## src/rtl/flash_ctrl_consts.vh

```
// Constants for the flash timing and cache control block.
`ifndef FLASH_CTRL_CONSTS_VH
`define FLASH_CTRL_CONSTS_VH

// Register offsets and the page that holds the paged registers.
`define TIMING_SCALE_ADDR     8'hB6
`define STROBE_WIDTH_ADDR     8'hBE
`define CACHE_CTRL_ADDR       8'hE3
`define CONFIG_PAGE           8'h0F

// Field positions.
`define READ_WAIT_BIT         4
`define LONG_PROG_BIT         1
`define PREFETCH_BIT          5
`define PAIR_WRITE_BIT        0
`define PERIOD_MSB            3

// Reset values.
`define TIMING_SCALE_RST      8'h00
`define STROBE_WIDTH_RST      4'hF
`define CACHE_CTRL_RST        8'h20

// Timing: strobe limit is STEP + PERIOD * STEP, clock at 100 MHz.
`define STROBE_STEP_NS        8'd5
`define CLK_PERIOD_NS         8'd10
`define READ_WAIT_MHZ         25

// Erase/write durations in clock cycles.
`define SHORT_PROG_CYCLES     400
`define LONG_PROG_CYCLES      1200

`endif

```

## src/rtl/read_strobe_gen.v

```verilog
// Flash read strobe generator with width limit and low-power control.
`timescale 1ns/10ps
`include "flash_ctrl_consts.vh"

module read_strobe_gen (
  // Clock and reset
  input  wire       i_clk,
  input  wire       i_rst,
  // Read access request
  input  wire       i_start,
  input  wire       i_two_clk,
  input  wire [3:0] i_period,
  // Flash array side
  output wire       o_strobe,
  output wire       o_low_power,
  output wire       o_busy
);

  reg  [1:0] acc_cnt_ff;
  reg  [1:0] str_cnt_ff;
  wire [1:0] acc_len;
  wire [1:0] limit;
  wire [1:0] str_len;

  // Longest strobe in whole cycles, rounded down, never below one.
  function [1:0] limit_cycles;
    input [3:0] period;
    reg   [7:0] ns;
    reg   [7:0] cyc;
    begin
      ns  = (8'd1 + {4'h0, period}) * `STROBE_STEP_NS;
      cyc = ns / `CLK_PERIOD_NS;
      if (cyc == 8'h00)
        limit_cycles = 2'd1;
      else if (cyc > 8'h02)
        limit_cycles = 2'd2;
      else
        limit_cycles = cyc[1:0];
    end
  endfunction

  assign acc_len = i_two_clk ? 2'd2 : 2'd1;
  assign limit   = limit_cycles(i_period);
  assign str_len = (limit < acc_len) ? limit : acc_len;

  always @(posedge i_clk or posedge i_rst) begin
    if (i_rst) begin
      acc_cnt_ff <= 2'd0;
      str_cnt_ff <= 2'd0;
    end else if (i_start && (acc_cnt_ff == 2'd0)) begin
      acc_cnt_ff <= acc_len;
      str_cnt_ff <= str_len;
    end else begin
      if (acc_cnt_ff != 2'd0)
        acc_cnt_ff <= acc_cnt_ff - 2'd1;
      if (str_cnt_ff != 2'd0)
        str_cnt_ff <= str_cnt_ff - 2'd1;
    end
  end

  assign o_strobe    = (str_cnt_ff != 2'd0);
  // Once the strobe drops the array idles for the rest of the access.
  assign o_low_power = ~o_strobe;
  assign o_busy      = (acc_cnt_ff != 2'd0);

endmodule // read_strobe_gen

```

## src/rtl/flash_timing_cache_ctrl.v

```verilog
// Flash timing, strobe width and cache control registers with their logic.
`timescale 1ns/10ps
`include "flash_ctrl_consts.vh"

// Behaviour
// A flash read strobe lasts one core clock with read_wait_select clear and two when set.
// Software should pick the smallest read_wait_select the core clock allows.
// Software should set long_program_timing before any flash write or erase.
// Erase and write use short timing when long_program_timing is zero, extended when one.
// The prefetch engine runs while prefetch_on is one, which it is after reset.
// Firmware writes program single bytes, or byte pairs when pair_write_on is set.
// The read strobe is cut to at most 5 ns plus period times 5 ns; period resets to 15. Here period 0 still gives one 10 ns clock.
// After the strobe drops, the flash sits in low power for the rest of the cycle.
// Bits 7:4 of the strobe width register read zero and ignore writes.
// Software writes zeros to reserved bits, which are stored but do nothing.
module flash_timing_cache_ctrl #(
  parameter SHORT_CYCLES = `SHORT_PROG_CYCLES,
  parameter LONG_CYCLES  = `LONG_PROG_CYCLES
) (
  // Clock and reset
  input  wire        i_clk,
  input  wire        i_rst,
  // Special-function register port
  input  wire [7:0]  i_sfr_addr,
  input  wire [7:0]  i_sfr_page,
  input  wire        i_sfr_wr,
  input  wire [7:0]  i_sfr_wdata,
  output reg  [7:0]  o_sfr_rdata,
  // Core read requests
  input  wire        i_rd_req,
  output wire        o_rd_busy,
  // Firmware write and erase requests
  input  wire        i_fw_wr,
  input  wire [15:0] i_fw_addr,
  input  wire [7:0]  i_fw_data,
  input  wire        i_erase_req,
  output wire        o_fw_ready,
  // Flash array controls
  output wire        o_rd_strobe,
  output wire        o_low_power,
  output reg         o_prog_start,
  output reg         o_erase_start,
  output reg  [15:0] o_prog_addr,
  output reg  [15:0] o_prog_data,
  output reg         o_prog_pair,
  output wire        o_prog_busy,
  output wire        o_long_program_timing,
  output wire        o_prefetch_on
);

  //////////////////////////////////////////////////////////////////////////////
  // Register file.

  reg  [7:0]  timing_scale_ff;
  reg  [3:0]  strobe_period_ff;
  reg  [7:0]  cache_ctrl_ff;

  // Shared decode of an address against a register and its page.
  function hit;
    input [7:0] addr;
    input [7:0] page;
    input [7:0] want;
    input       any_page;
    begin
      hit = (addr == want) && (any_page || (page == `CONFIG_PAGE));
    end
  endfunction

  wire sel_scale  = hit(i_sfr_addr, i_sfr_page, `TIMING_SCALE_ADDR, 1'b1);
  wire sel_strobe = hit(i_sfr_addr, i_sfr_page, `STROBE_WIDTH_ADDR, 1'b0);
  wire sel_cache  = hit(i_sfr_addr, i_sfr_page, `CACHE_CTRL_ADDR, 1'b0);

  wire read_wait_select    = timing_scale_ff[`READ_WAIT_BIT];
  wire long_program_timing = timing_scale_ff[`LONG_PROG_BIT];
  wire prefetch_on         = cache_ctrl_ff[`PREFETCH_BIT];
  wire pair_write_on       = cache_ctrl_ff[`PAIR_WRITE_BIT];

  always @(posedge i_clk or posedge i_rst) begin
    if (i_rst) begin
      timing_scale_ff  <= `TIMING_SCALE_RST;
      strobe_period_ff <= `STROBE_WIDTH_RST;
      cache_ctrl_ff    <= `CACHE_CTRL_RST;
    end else if (i_sfr_wr) begin
      // Reserved bits are kept as written but steer nothing.
      if (sel_scale)
        timing_scale_ff <= i_sfr_wdata;
      if (sel_strobe)
        strobe_period_ff <= i_sfr_wdata[`PERIOD_MSB:0];
      if (sel_cache)
        cache_ctrl_ff <= i_sfr_wdata;
    end
  end

  // Read data appear one clock after the address; unmapped reads give zero.
  always @(posedge i_clk or posedge i_rst) begin
    if (i_rst) begin
      o_sfr_rdata <= 8'h00;
    end else if (sel_scale) begin
      o_sfr_rdata <= timing_scale_ff;
    end else if (sel_strobe) begin
      o_sfr_rdata <= {4'h0, strobe_period_ff};
    end else if (sel_cache) begin
      o_sfr_rdata <= cache_ctrl_ff;
    end else begin
      o_sfr_rdata <= 8'h00;
    end
  end

  assign o_prefetch_on         = prefetch_on;
  assign o_long_program_timing = long_program_timing;

  //////////////////////////////////////////////////////////////////////////////
  // Read strobe.

  read_strobe_gen u_strobe (
    .i_clk       (i_clk),
    .i_rst       (i_rst),
    .i_start     (i_rd_req),
    .i_two_clk   (read_wait_select),
    .i_period    (strobe_period_ff),
    .o_strobe    (o_rd_strobe),
    .o_low_power (o_low_power),
    .o_busy      (o_rd_busy)
  );

  //////////////////////////////////////////////////////////////////////////////
  // Erase and write sequencing.

  localparam ST_IDLE = 1'b0;
  localparam ST_BUSY = 1'b1;

  reg         state_ff;
  reg  [15:0] prog_cnt_ff;
  reg         half_ff;
  reg  [15:0] half_addr_ff;
  reg  [7:0]  half_data_ff;

  wire [15:0] short_cnt = SHORT_CYCLES[15:0];
  wire [15:0] long_cnt  = LONG_CYCLES[15:0];
  wire [15:0] load_cnt  = long_program_timing ? long_cnt : short_cnt;

  assign o_fw_ready  = (state_ff == ST_IDLE);
  assign o_prog_busy = (state_ff == ST_BUSY);

  // The timing bit is sampled at the start, so changing it mid-operation
  // only affects the next one.
  always @(posedge i_clk or posedge i_rst) begin
    if (i_rst) begin
      state_ff      <= ST_IDLE;
      prog_cnt_ff   <= 16'h0000;
      half_ff       <= 1'b0;
      half_addr_ff  <= 16'h0000;
      half_data_ff  <= 8'h00;
      o_prog_start  <= 1'b0;
      o_erase_start <= 1'b0;
      o_prog_addr   <= 16'h0000;
      o_prog_data   <= 16'h0000;
      o_prog_pair   <= 1'b0;
    end else begin
      o_prog_start  <= 1'b0;
      o_erase_start <= 1'b0;
      case (state_ff)
        ST_IDLE: begin
          if (i_erase_req) begin
            o_erase_start <= 1'b1;
            o_prog_addr   <= i_fw_addr;
            half_ff       <= 1'b0;
            prog_cnt_ff   <= load_cnt;
            state_ff      <= ST_BUSY;
          end else if (i_fw_wr) begin
            if (pair_write_on && !half_ff) begin
              half_ff      <= 1'b1;
              half_addr_ff <= i_fw_addr;
              half_data_ff <= i_fw_data;
            end else if (pair_write_on) begin
              half_ff      <= 1'b0;
              o_prog_start <= 1'b1;
              o_prog_pair  <= 1'b1;
              o_prog_addr  <= half_addr_ff;
              o_prog_data  <= {i_fw_data, half_data_ff};
              prog_cnt_ff  <= load_cnt;
              state_ff     <= ST_BUSY;
            end else begin
              half_ff      <= 1'b0;
              o_prog_start <= 1'b1;
              o_prog_pair  <= 1'b0;
              o_prog_addr  <= i_fw_addr;
              o_prog_data  <= {8'h00, i_fw_data};
              prog_cnt_ff  <= load_cnt;
              state_ff     <= ST_BUSY;
            end
          end
        end
        ST_BUSY: begin
          if (prog_cnt_ff <= 16'h0001) begin
            prog_cnt_ff <= 16'h0000;
            state_ff    <= ST_IDLE;
          end else begin
            prog_cnt_ff <= prog_cnt_ff - 16'h0001;
          end
        end
        default: begin
          state_ff <= ST_IDLE;
        end
      endcase
    end
  end

endmodule // flash_timing_cache_ctrl

```

## config.mk

```make
export PLATFORM = sky130hd
export DESIGN_NAME = flash_timing_cache_ctrl
export DESIGN_NICKNAME = d
export VERILOG_FILES = /design/src/rtl/read_strobe_gen.v /design/src/rtl/flash_timing_cache_ctrl.v
export VERILOG_INCLUDE_DIRS = /design/src /design/src/rtl
export SDC_FILE = /design/constraint.sdc
export NUM_CORES = 1
export LEC_CHECK = 0
export BUFFER_PORTS_ARGS = -buffer_cell sky130_fd_sc_hd__buf_2
export CORE_AREA = 10 10 107 109
export CTS_BUF_LIST = sky130_fd_sc_hd__clkbuf_2 sky130_fd_sc_hd__clkbuf_4 sky130_fd_sc_hd__clkbuf_8
export DETAILED_ROUTE_END_ITERATION = 12
export DIE_AREA = 0 0 117 119
export GPL_TIMING_DRIVEN = 0
export PLACE_DENSITY = 0.87
export SLEW_MARGIN = 0
export SYNTH_ARGS = -nofsm -noshare
export SYNTH_HDL_FRONTEND = slang
export SYNTH_SLANG_ARGS = --single-unit
```

## constraint.sdc

```tcl
create_clock -name i_clk -period 5.6 [get_ports i_clk]
set_input_delay 0.56 -clock i_clk [delete_from_list [all_inputs] [get_ports i_clk]]
set_output_delay 0.56 -clock i_clk [all_outputs]
set_load 0.05 [all_outputs]
```

* Word level (Yosys, flattened, before mapping)
Index checks and enable logic that the tools add are counted.
Storage, ports and cells: bits of input ports 54, register bits after elaboration 109, logic and storage cells 91
Operators by class: bitwise operators 4, divide/modulo/power cells 1, reduce and logical (&&, ||, !) cells 20, multiply operators 1, equality and inequality tests 7, multiplexer cells 35, magnitude comparators 3, $add $sub $neg 4
Operator list (number):
- $mux 16 | 9
- $pmux 16 s2 | 1
- $eq 8x8->1 const B | 3
- $mux 8 | 3
- $le 16x1->1 const B | 1
- $mux 2 | 8
- $sub 16x1->16 const B | 1
- $mux 1 | 12
- $mux 11 | 1
- $reduce_and 2->1 | 5
- $reduce_bool 2->1 | 5
- $div 8x4->8 const B | 1
- $eq 8x4->1 const B | 1
- $gt 8x2->1 const B | 1
- $logic_not 8->1 | 1
- $mul 8x3->8 const B | 1
- $reduce_and 4->1 | 2
- $ne 3x3->1 const B | 2
- $add 1x4->5 const A | 1
- $logic_and 1x1->1 | 4
- $not 1->1 | 4
- $sub 2x1->2 const B | 2
- $reduce_and 3->1 | 1
- $logic_not 2->1 | 1
- 4 further kinds | 4

* Longest topological paths before layout
word-level depth 9, mapped depth 9, gate-level depth less buffers 9

* By module
Synthesis repeated with hierarchy kept, for this count alone.
Unflattened totals: cells, all modules 439, area, all modules 5102.4 um^2
By module, submodules not included:
- flash_timing_cache_ctrl | times used 1, cells an instance 375, area an instance 4539.4 um^2
- read_strobe_gen | times used 1, cells an instance 64, area an instance 563.0 um^2

* Worst setup path after synthesis
No wires, ideal clock.
path kind register -> register, start point register strobe_period_ff[0], end point register u_strobe.str_cnt_ff[1], arrival 2310 ps, buffers on the path 0, stages on the path, launching flop included 9, setup slack 3169 ps, period minus slack after synthesis 2431 ps, cell sequence dfstp_2 > ha_1 > xor2_1 > ha_1 > fa_1 > xnor2_1 > xnor2_1 > o311ai_0 > a41o_1
On the way: cells in the longest elaborated chain, start to end 9, elaborated cells between the ends (all ways) 10
Ends and longest elaborated chain:
- start: declaration | RTL line flash_timing_cache_ctrl.v:55 | reg [3:0] strobe_period_ff;
- start signal: assignment | RTL line flash_timing_cache_ctrl.v:81 | strobe_period_ff <= `STROBE_WIDTH_RST;
- start signal: assignment | RTL line flash_timing_cache_ctrl.v:88 | strobe_period_ff <= i_sfr_wdata[`PERIOD_MSB:0];
- $add 1x4->5 * | RTL line read_strobe_gen.v:31 | ns = (8'd1 + {4'h0, period}) * `STROBE_STEP_NS;
- $mul 8x3->8 (no line) *
- $div 8x4->8 (no line) *
- $gt 8x2->1 | RTL line read_strobe_gen.v:35 | else if (cyc > 8'h02)
- $mux 2 | RTL line read_strobe_gen.v:35
- $mux 2 * | RTL line read_strobe_gen.v:33 | if (cyc == 8'h00)
- $lt 2x2->1 | RTL line read_strobe_gen.v:44 | assign str_len = (limit < acc_len) ? limit : acc_len;
- $mux 2 * | RTL line read_strobe_gen.v:44
- $mux 2 * | RTL line read_strobe_gen.v:50 | end else if (i_start && (acc_cnt_ff == 2'd0)) begin
- end signal: assignment | RTL line read_strobe_gen.v:52 | str_cnt_ff <= str_len;
- end signal: assignment | RTL line read_strobe_gen.v:57 | str_cnt_ff <= str_cnt_ff - 2'd1;
- end: declaration | RTL line read_strobe_gen.v:20 | reg [1:0] str_cnt_ff;
Mark *: on every way between the ends. The rest lies on a longest branch, timed or not. A chain may end at the register's enable or synchronous reset.

* Final worst setup path
start point register strobe_period_ff[0], end point register u_strobe.str_cnt_ff[0]
The elaborated chain is that of the path after synthesis.

==> results.md <==
Timing
• **setup skew after layout** 0.0154 ns
• **endpoints failing setup** 0
• **Final min period** 2.78 ns
• **number of endpoints with negative hold slack in the final report** 0
• **worst slew margin relative to its limit** 23.2%
• **unrepaired setup endpoints after global routing** no
• **transition time of the tightest slew-check pin** 1.14 ns
• **Worst Hold Margin** 0.279 ns
• **Max Transition Viols Final** 0
• **final worst path period share** 49.7%
• **top achievable clock speed** 359 MHz
• **Post-Route Setup TNS** 0 ns

Yosys
• **combinational family with the most area after synthesis** multiplexers
• **async set-reset flop share out of synthesis** 100%
• **simple-gate share of the synthesized area** 11.5%
• **synthesized area per cell** 11.7 um2
• **share of the synthesized area in the top cell type** 52.4%
• **Post-synth EDFFs** 0
• **proportion of synthesized area in mux cells** 14.8%
• **Yosys top cell by area** sky130_fd_sc_hd__dfrtp_1
• **count leader, synth** sky130_fd_sc_hd__dfrtp_1
• **number of instances in the synthesized netlist** 425
• **top post-synthesis cells by area** sky130_fd_sc_hd__dfrtp_1, sky130_fd_sc_hd__mux2_2, sky130_fd_sc_hd__mux2i_1, sky130_fd_sc_hd__nand2_1, sky130_fd_sc_hd__o21ai_0
• **Synth Area in XOR/XNOR** 1.06%
• **sequential share of the synthesized area** 55.0%
• **most common library cells after synthesis** sky130_fd_sc_hd__dfrtp_1, sky130_fd_sc_hd__mux2_2, sky130_fd_sc_hd__nand2_1, sky130_fd_sc_hd__o21ai_0, sky130_fd_sc_hd__mux2i_1
• **netlist area before placement** 0.00497 mm2
• **synthesized-area fraction occupied by ao, oa, aoi and oai cells** 12.3%
• **#FFs+latches synth** 109
• **synth warn** 0
• **flip-flop cell with the highest count after synthesis** sky130_fd_sc_hd__dfrtp_1
• **Synth cell types** 57
• **Synth Area in Adders** 2.67%
• **syn_nets** 489

Global routing
• **antenna violations before repair** 0
• **overall fraction of global-route tracks in use** 16.8%
• **met2 Resource Use GR** 26.8%
• **leftover overflow at the end of global routing** 0
• **met1 capacity usage during global routing** 21.1%
• **wire length of the first global-routing pass** 18900 um
• **M3 GR Usage** 4.52%
• **pin count of the biggest net entering global routing** 59
• **vias in the first global route** 3869
• **most congested layer reported by global routing** met2

Finish
• **Finished Layout Cells** 658
• **Area Growth Syn to Fin** 18.3%
• **final cell utilization of the core** 62.2%
• **cell area after layout** 0.00588 mm2
• **n_diodes** 0
• **ratio of cells with drive above 1 in the final layout** 33.8%
• **Layout fillers** 775
• **Final #Nets** 603

Clocking
• **H-Tree Level Count** 3
• **clock buffer depth** 2
• **Clock Sinks** 109
• **clock tree from TritonCTS** built
• **quantity of hold-fixing buffers added after cts** 0
• **clock-pin slew on the worst setup and hold paths** 0.10 ns
• **postcts setup bufs** 0
• **clock tree root driver cell** sky130_fd_sc_hd__clkbuf_8
• **number of buffers added by the clock tree synthesis step** 9
• **clock latency at the later pin of the worst-skew pair** 0.37 ns
• **number of cells upsized or downsized after cts** 0

Floorplanning
• **die height** 119 um
• **area of the die** 0.0139 mm2
• **count of boundary I/O pins** 104
• **number of placement rows** 36
• **Core Footprint** 0.00946 mm2
• **horizontal die dimension** 117 um
• **Initial Util** 52.5%

Worst setup path
• **CP max FO** 5
• **crit path buf inv count** 0
• **critical setup path kind** reg -> reg
• **kind of end point of the critical path** flip-flop
• **critical path's most frequent cell** sky130_fd_sc_hd__ha_1
• **Critical Path Source** strobe_period_ff[0]$_DFFE_PP1P_
• **critical path's largest stage delay** 0.59 ns
• **Arrival @ worst endpoint** 3.02 ns
• **crit path max-delay cell type** sky130_fd_sc_hd__dfstp_2
• **Critical Path, Cell by Cell** ha_1 > xor2_1 > ha_1 > fa_1 > nand2_1 > o311ai_0 > a41oi_1
• **startpoint class of the critical path** flip-flop
• **beginning of the worst register-to-register path** strobe_period_ff[0]$_DFFE_PP1P_
• **largest delay contributor family on the critical path** adder cells
• **data required time at the worst endpoint** 5.83 ns

Run
• **Max-Cap Viols** 0

Place
• **placed cell count** 642
• **DPL Wire Length** 8530 um
• **gp weighted congestion** 0.862
• **count of buffers inserted at the top-level ports** 102
• **placed inst area** 0.00565 mm2

Min path
• **Hold/Removal Path Class** in -> async

Detailed routing
• **detailed-route wire length** 11500 um
• **remaining antenna violation count** 0
• **Iteration-0 DRC Markers** 204
• **total number of vias** 3684
• **ratio of routed vias to standard cells** 5.60
• **length of the first detailed-routing pass in iterations** 4
• **wire length per cell** 17.4 um
• **Residual DRC** 0

Power
• **leakage power** 3.09 nW
• **total power divided by cell area** 271 mW/mm2
• **largest vdd supply drop** 147 uV

Run status
• **status** completed

-- metrics by stage --
stage	power (W)	setup WS [ns]
after floorplan	0.00101	2.17
after global placement	0.00106	1.09
after detailed placement	0.00108	2.83
after CTS	0.00161	2.81
after global routing	0.00166	2.64
final	0.00160	2.82
-- layout make-up --
cell class              count  area, um2  share of cell area (%)
plain buffers              17       73.8                    1.26
clock buffers              10        131                    2.23
clock inverters             6       95.1                    1.62
inverters                  16       62.6                    1.06
multi-input cells         283       2100                    35.8
flip-flops and latches    109       2730                    46.5
well taps                 114        143                    2.43
repair buffers            103        538                    9.15
-- worst reg2reg max path, delay by kind of cell, from the launching register on --
kind            cells  cell delay (ns)
compound gates      2             0.74
xor+xnor            1             0.21
fa+ha+maj           3             1.04
flops               1             0.59
simple gates        1             0.06
-- kinds of logic (layout without fill, tap and decap cells) --
family | count (synthesis) | count (layout)
flip-flops | 109 | 109
AND/OR/NAND/NOR | 108 | 108
AO/OA/AOI/OAI | 91 | 91
multiplexers | 68 | 68
buffers and inverters | 33 | 152
adder cells (fa/ha/maj) | 10 | 10
XOR/XNOR | 6 | 6
-- cell usage in the layout (no fill, tap or decap), drive strengths merged, types with 10 or more instances in the layout --
cell type	Yosys	layout
clkbuf	11	21
buf	6	109
dfrtp	104	104
nand2	41	41
a21oi	19	19
a22o	14	14
mux2i	24	24
o21ai	31	31
mux2	44	44
inv	16	17
nor2	13	13
nand2b	10	10
-- power by group --
part           switching, W  leakage [nW]  total (W)  internal (W)
clock              0.000270         0.108   0.000531      0.000261
combinational      0.000155          1.56   0.000233     0.0000777
sequential        0.0000177          1.42   0.000831      0.000814
total              0.000443          3.09    0.00160       0.00115
-- registers in the layout (all words and copies together), names as in the netlist --
| signal | count |
|---|---|
| o_prog_addr | 16 |
| o_prog_start | 1 |
| o_prog_pair | 1 |
| half_addr_ff | 16 |
| half_ff | 1 |
| strobe_period_ff | 4 |
| cache_ctrl_ff | 8 |
| o_prog_busy | 1 |
| timing_scale_ff | 8 |
| u_strobe.str_cnt_ff | 2 |
| o_erase_start | 1 |
| half_data_ff | 8 |
| prog_cnt_ff | 16 |
| o_prog_data | 16 |
| u_strobe.acc_cnt_ff | 2 |
| o_sfr_rdata | 8 |
-- final timing paths --
kind	to	slack [ns]	cells past startpoint
max in group asynchronous	strobe_period_ff[3]$_DFFE_PP1P_	4.56	3
worst min-delay path	o_erase_start$_DFF_PP0_	0.28	2
worst max-delay path	u_strobe.str_cnt_ff[0]$_DFFE_PP0P_	2.82	7
worst min register to register	u_strobe.acc_cnt_ff[0]$_DFFE_PP0P_	0.49	1
min in group i_clk	cache_ctrl_ff[7]$_DFFE_PP0P_	0.42	2
worst max register to register	u_strobe.str_cnt_ff[0]$_DFFE_PP0P_	2.82	7
-- per-layer routing --
| metal | wire [um] | vias up |
|---|---|---|
| li1 | - | 1752 |
| met3 | 757 | 18 |
| met1 | 4950 | 1806 |
| met2 | 5550 | 108 |
| met5 | 0 | - |
| met4 | 206 | 0 |
No activity file was read; power rests on OpenSTA's default activity.
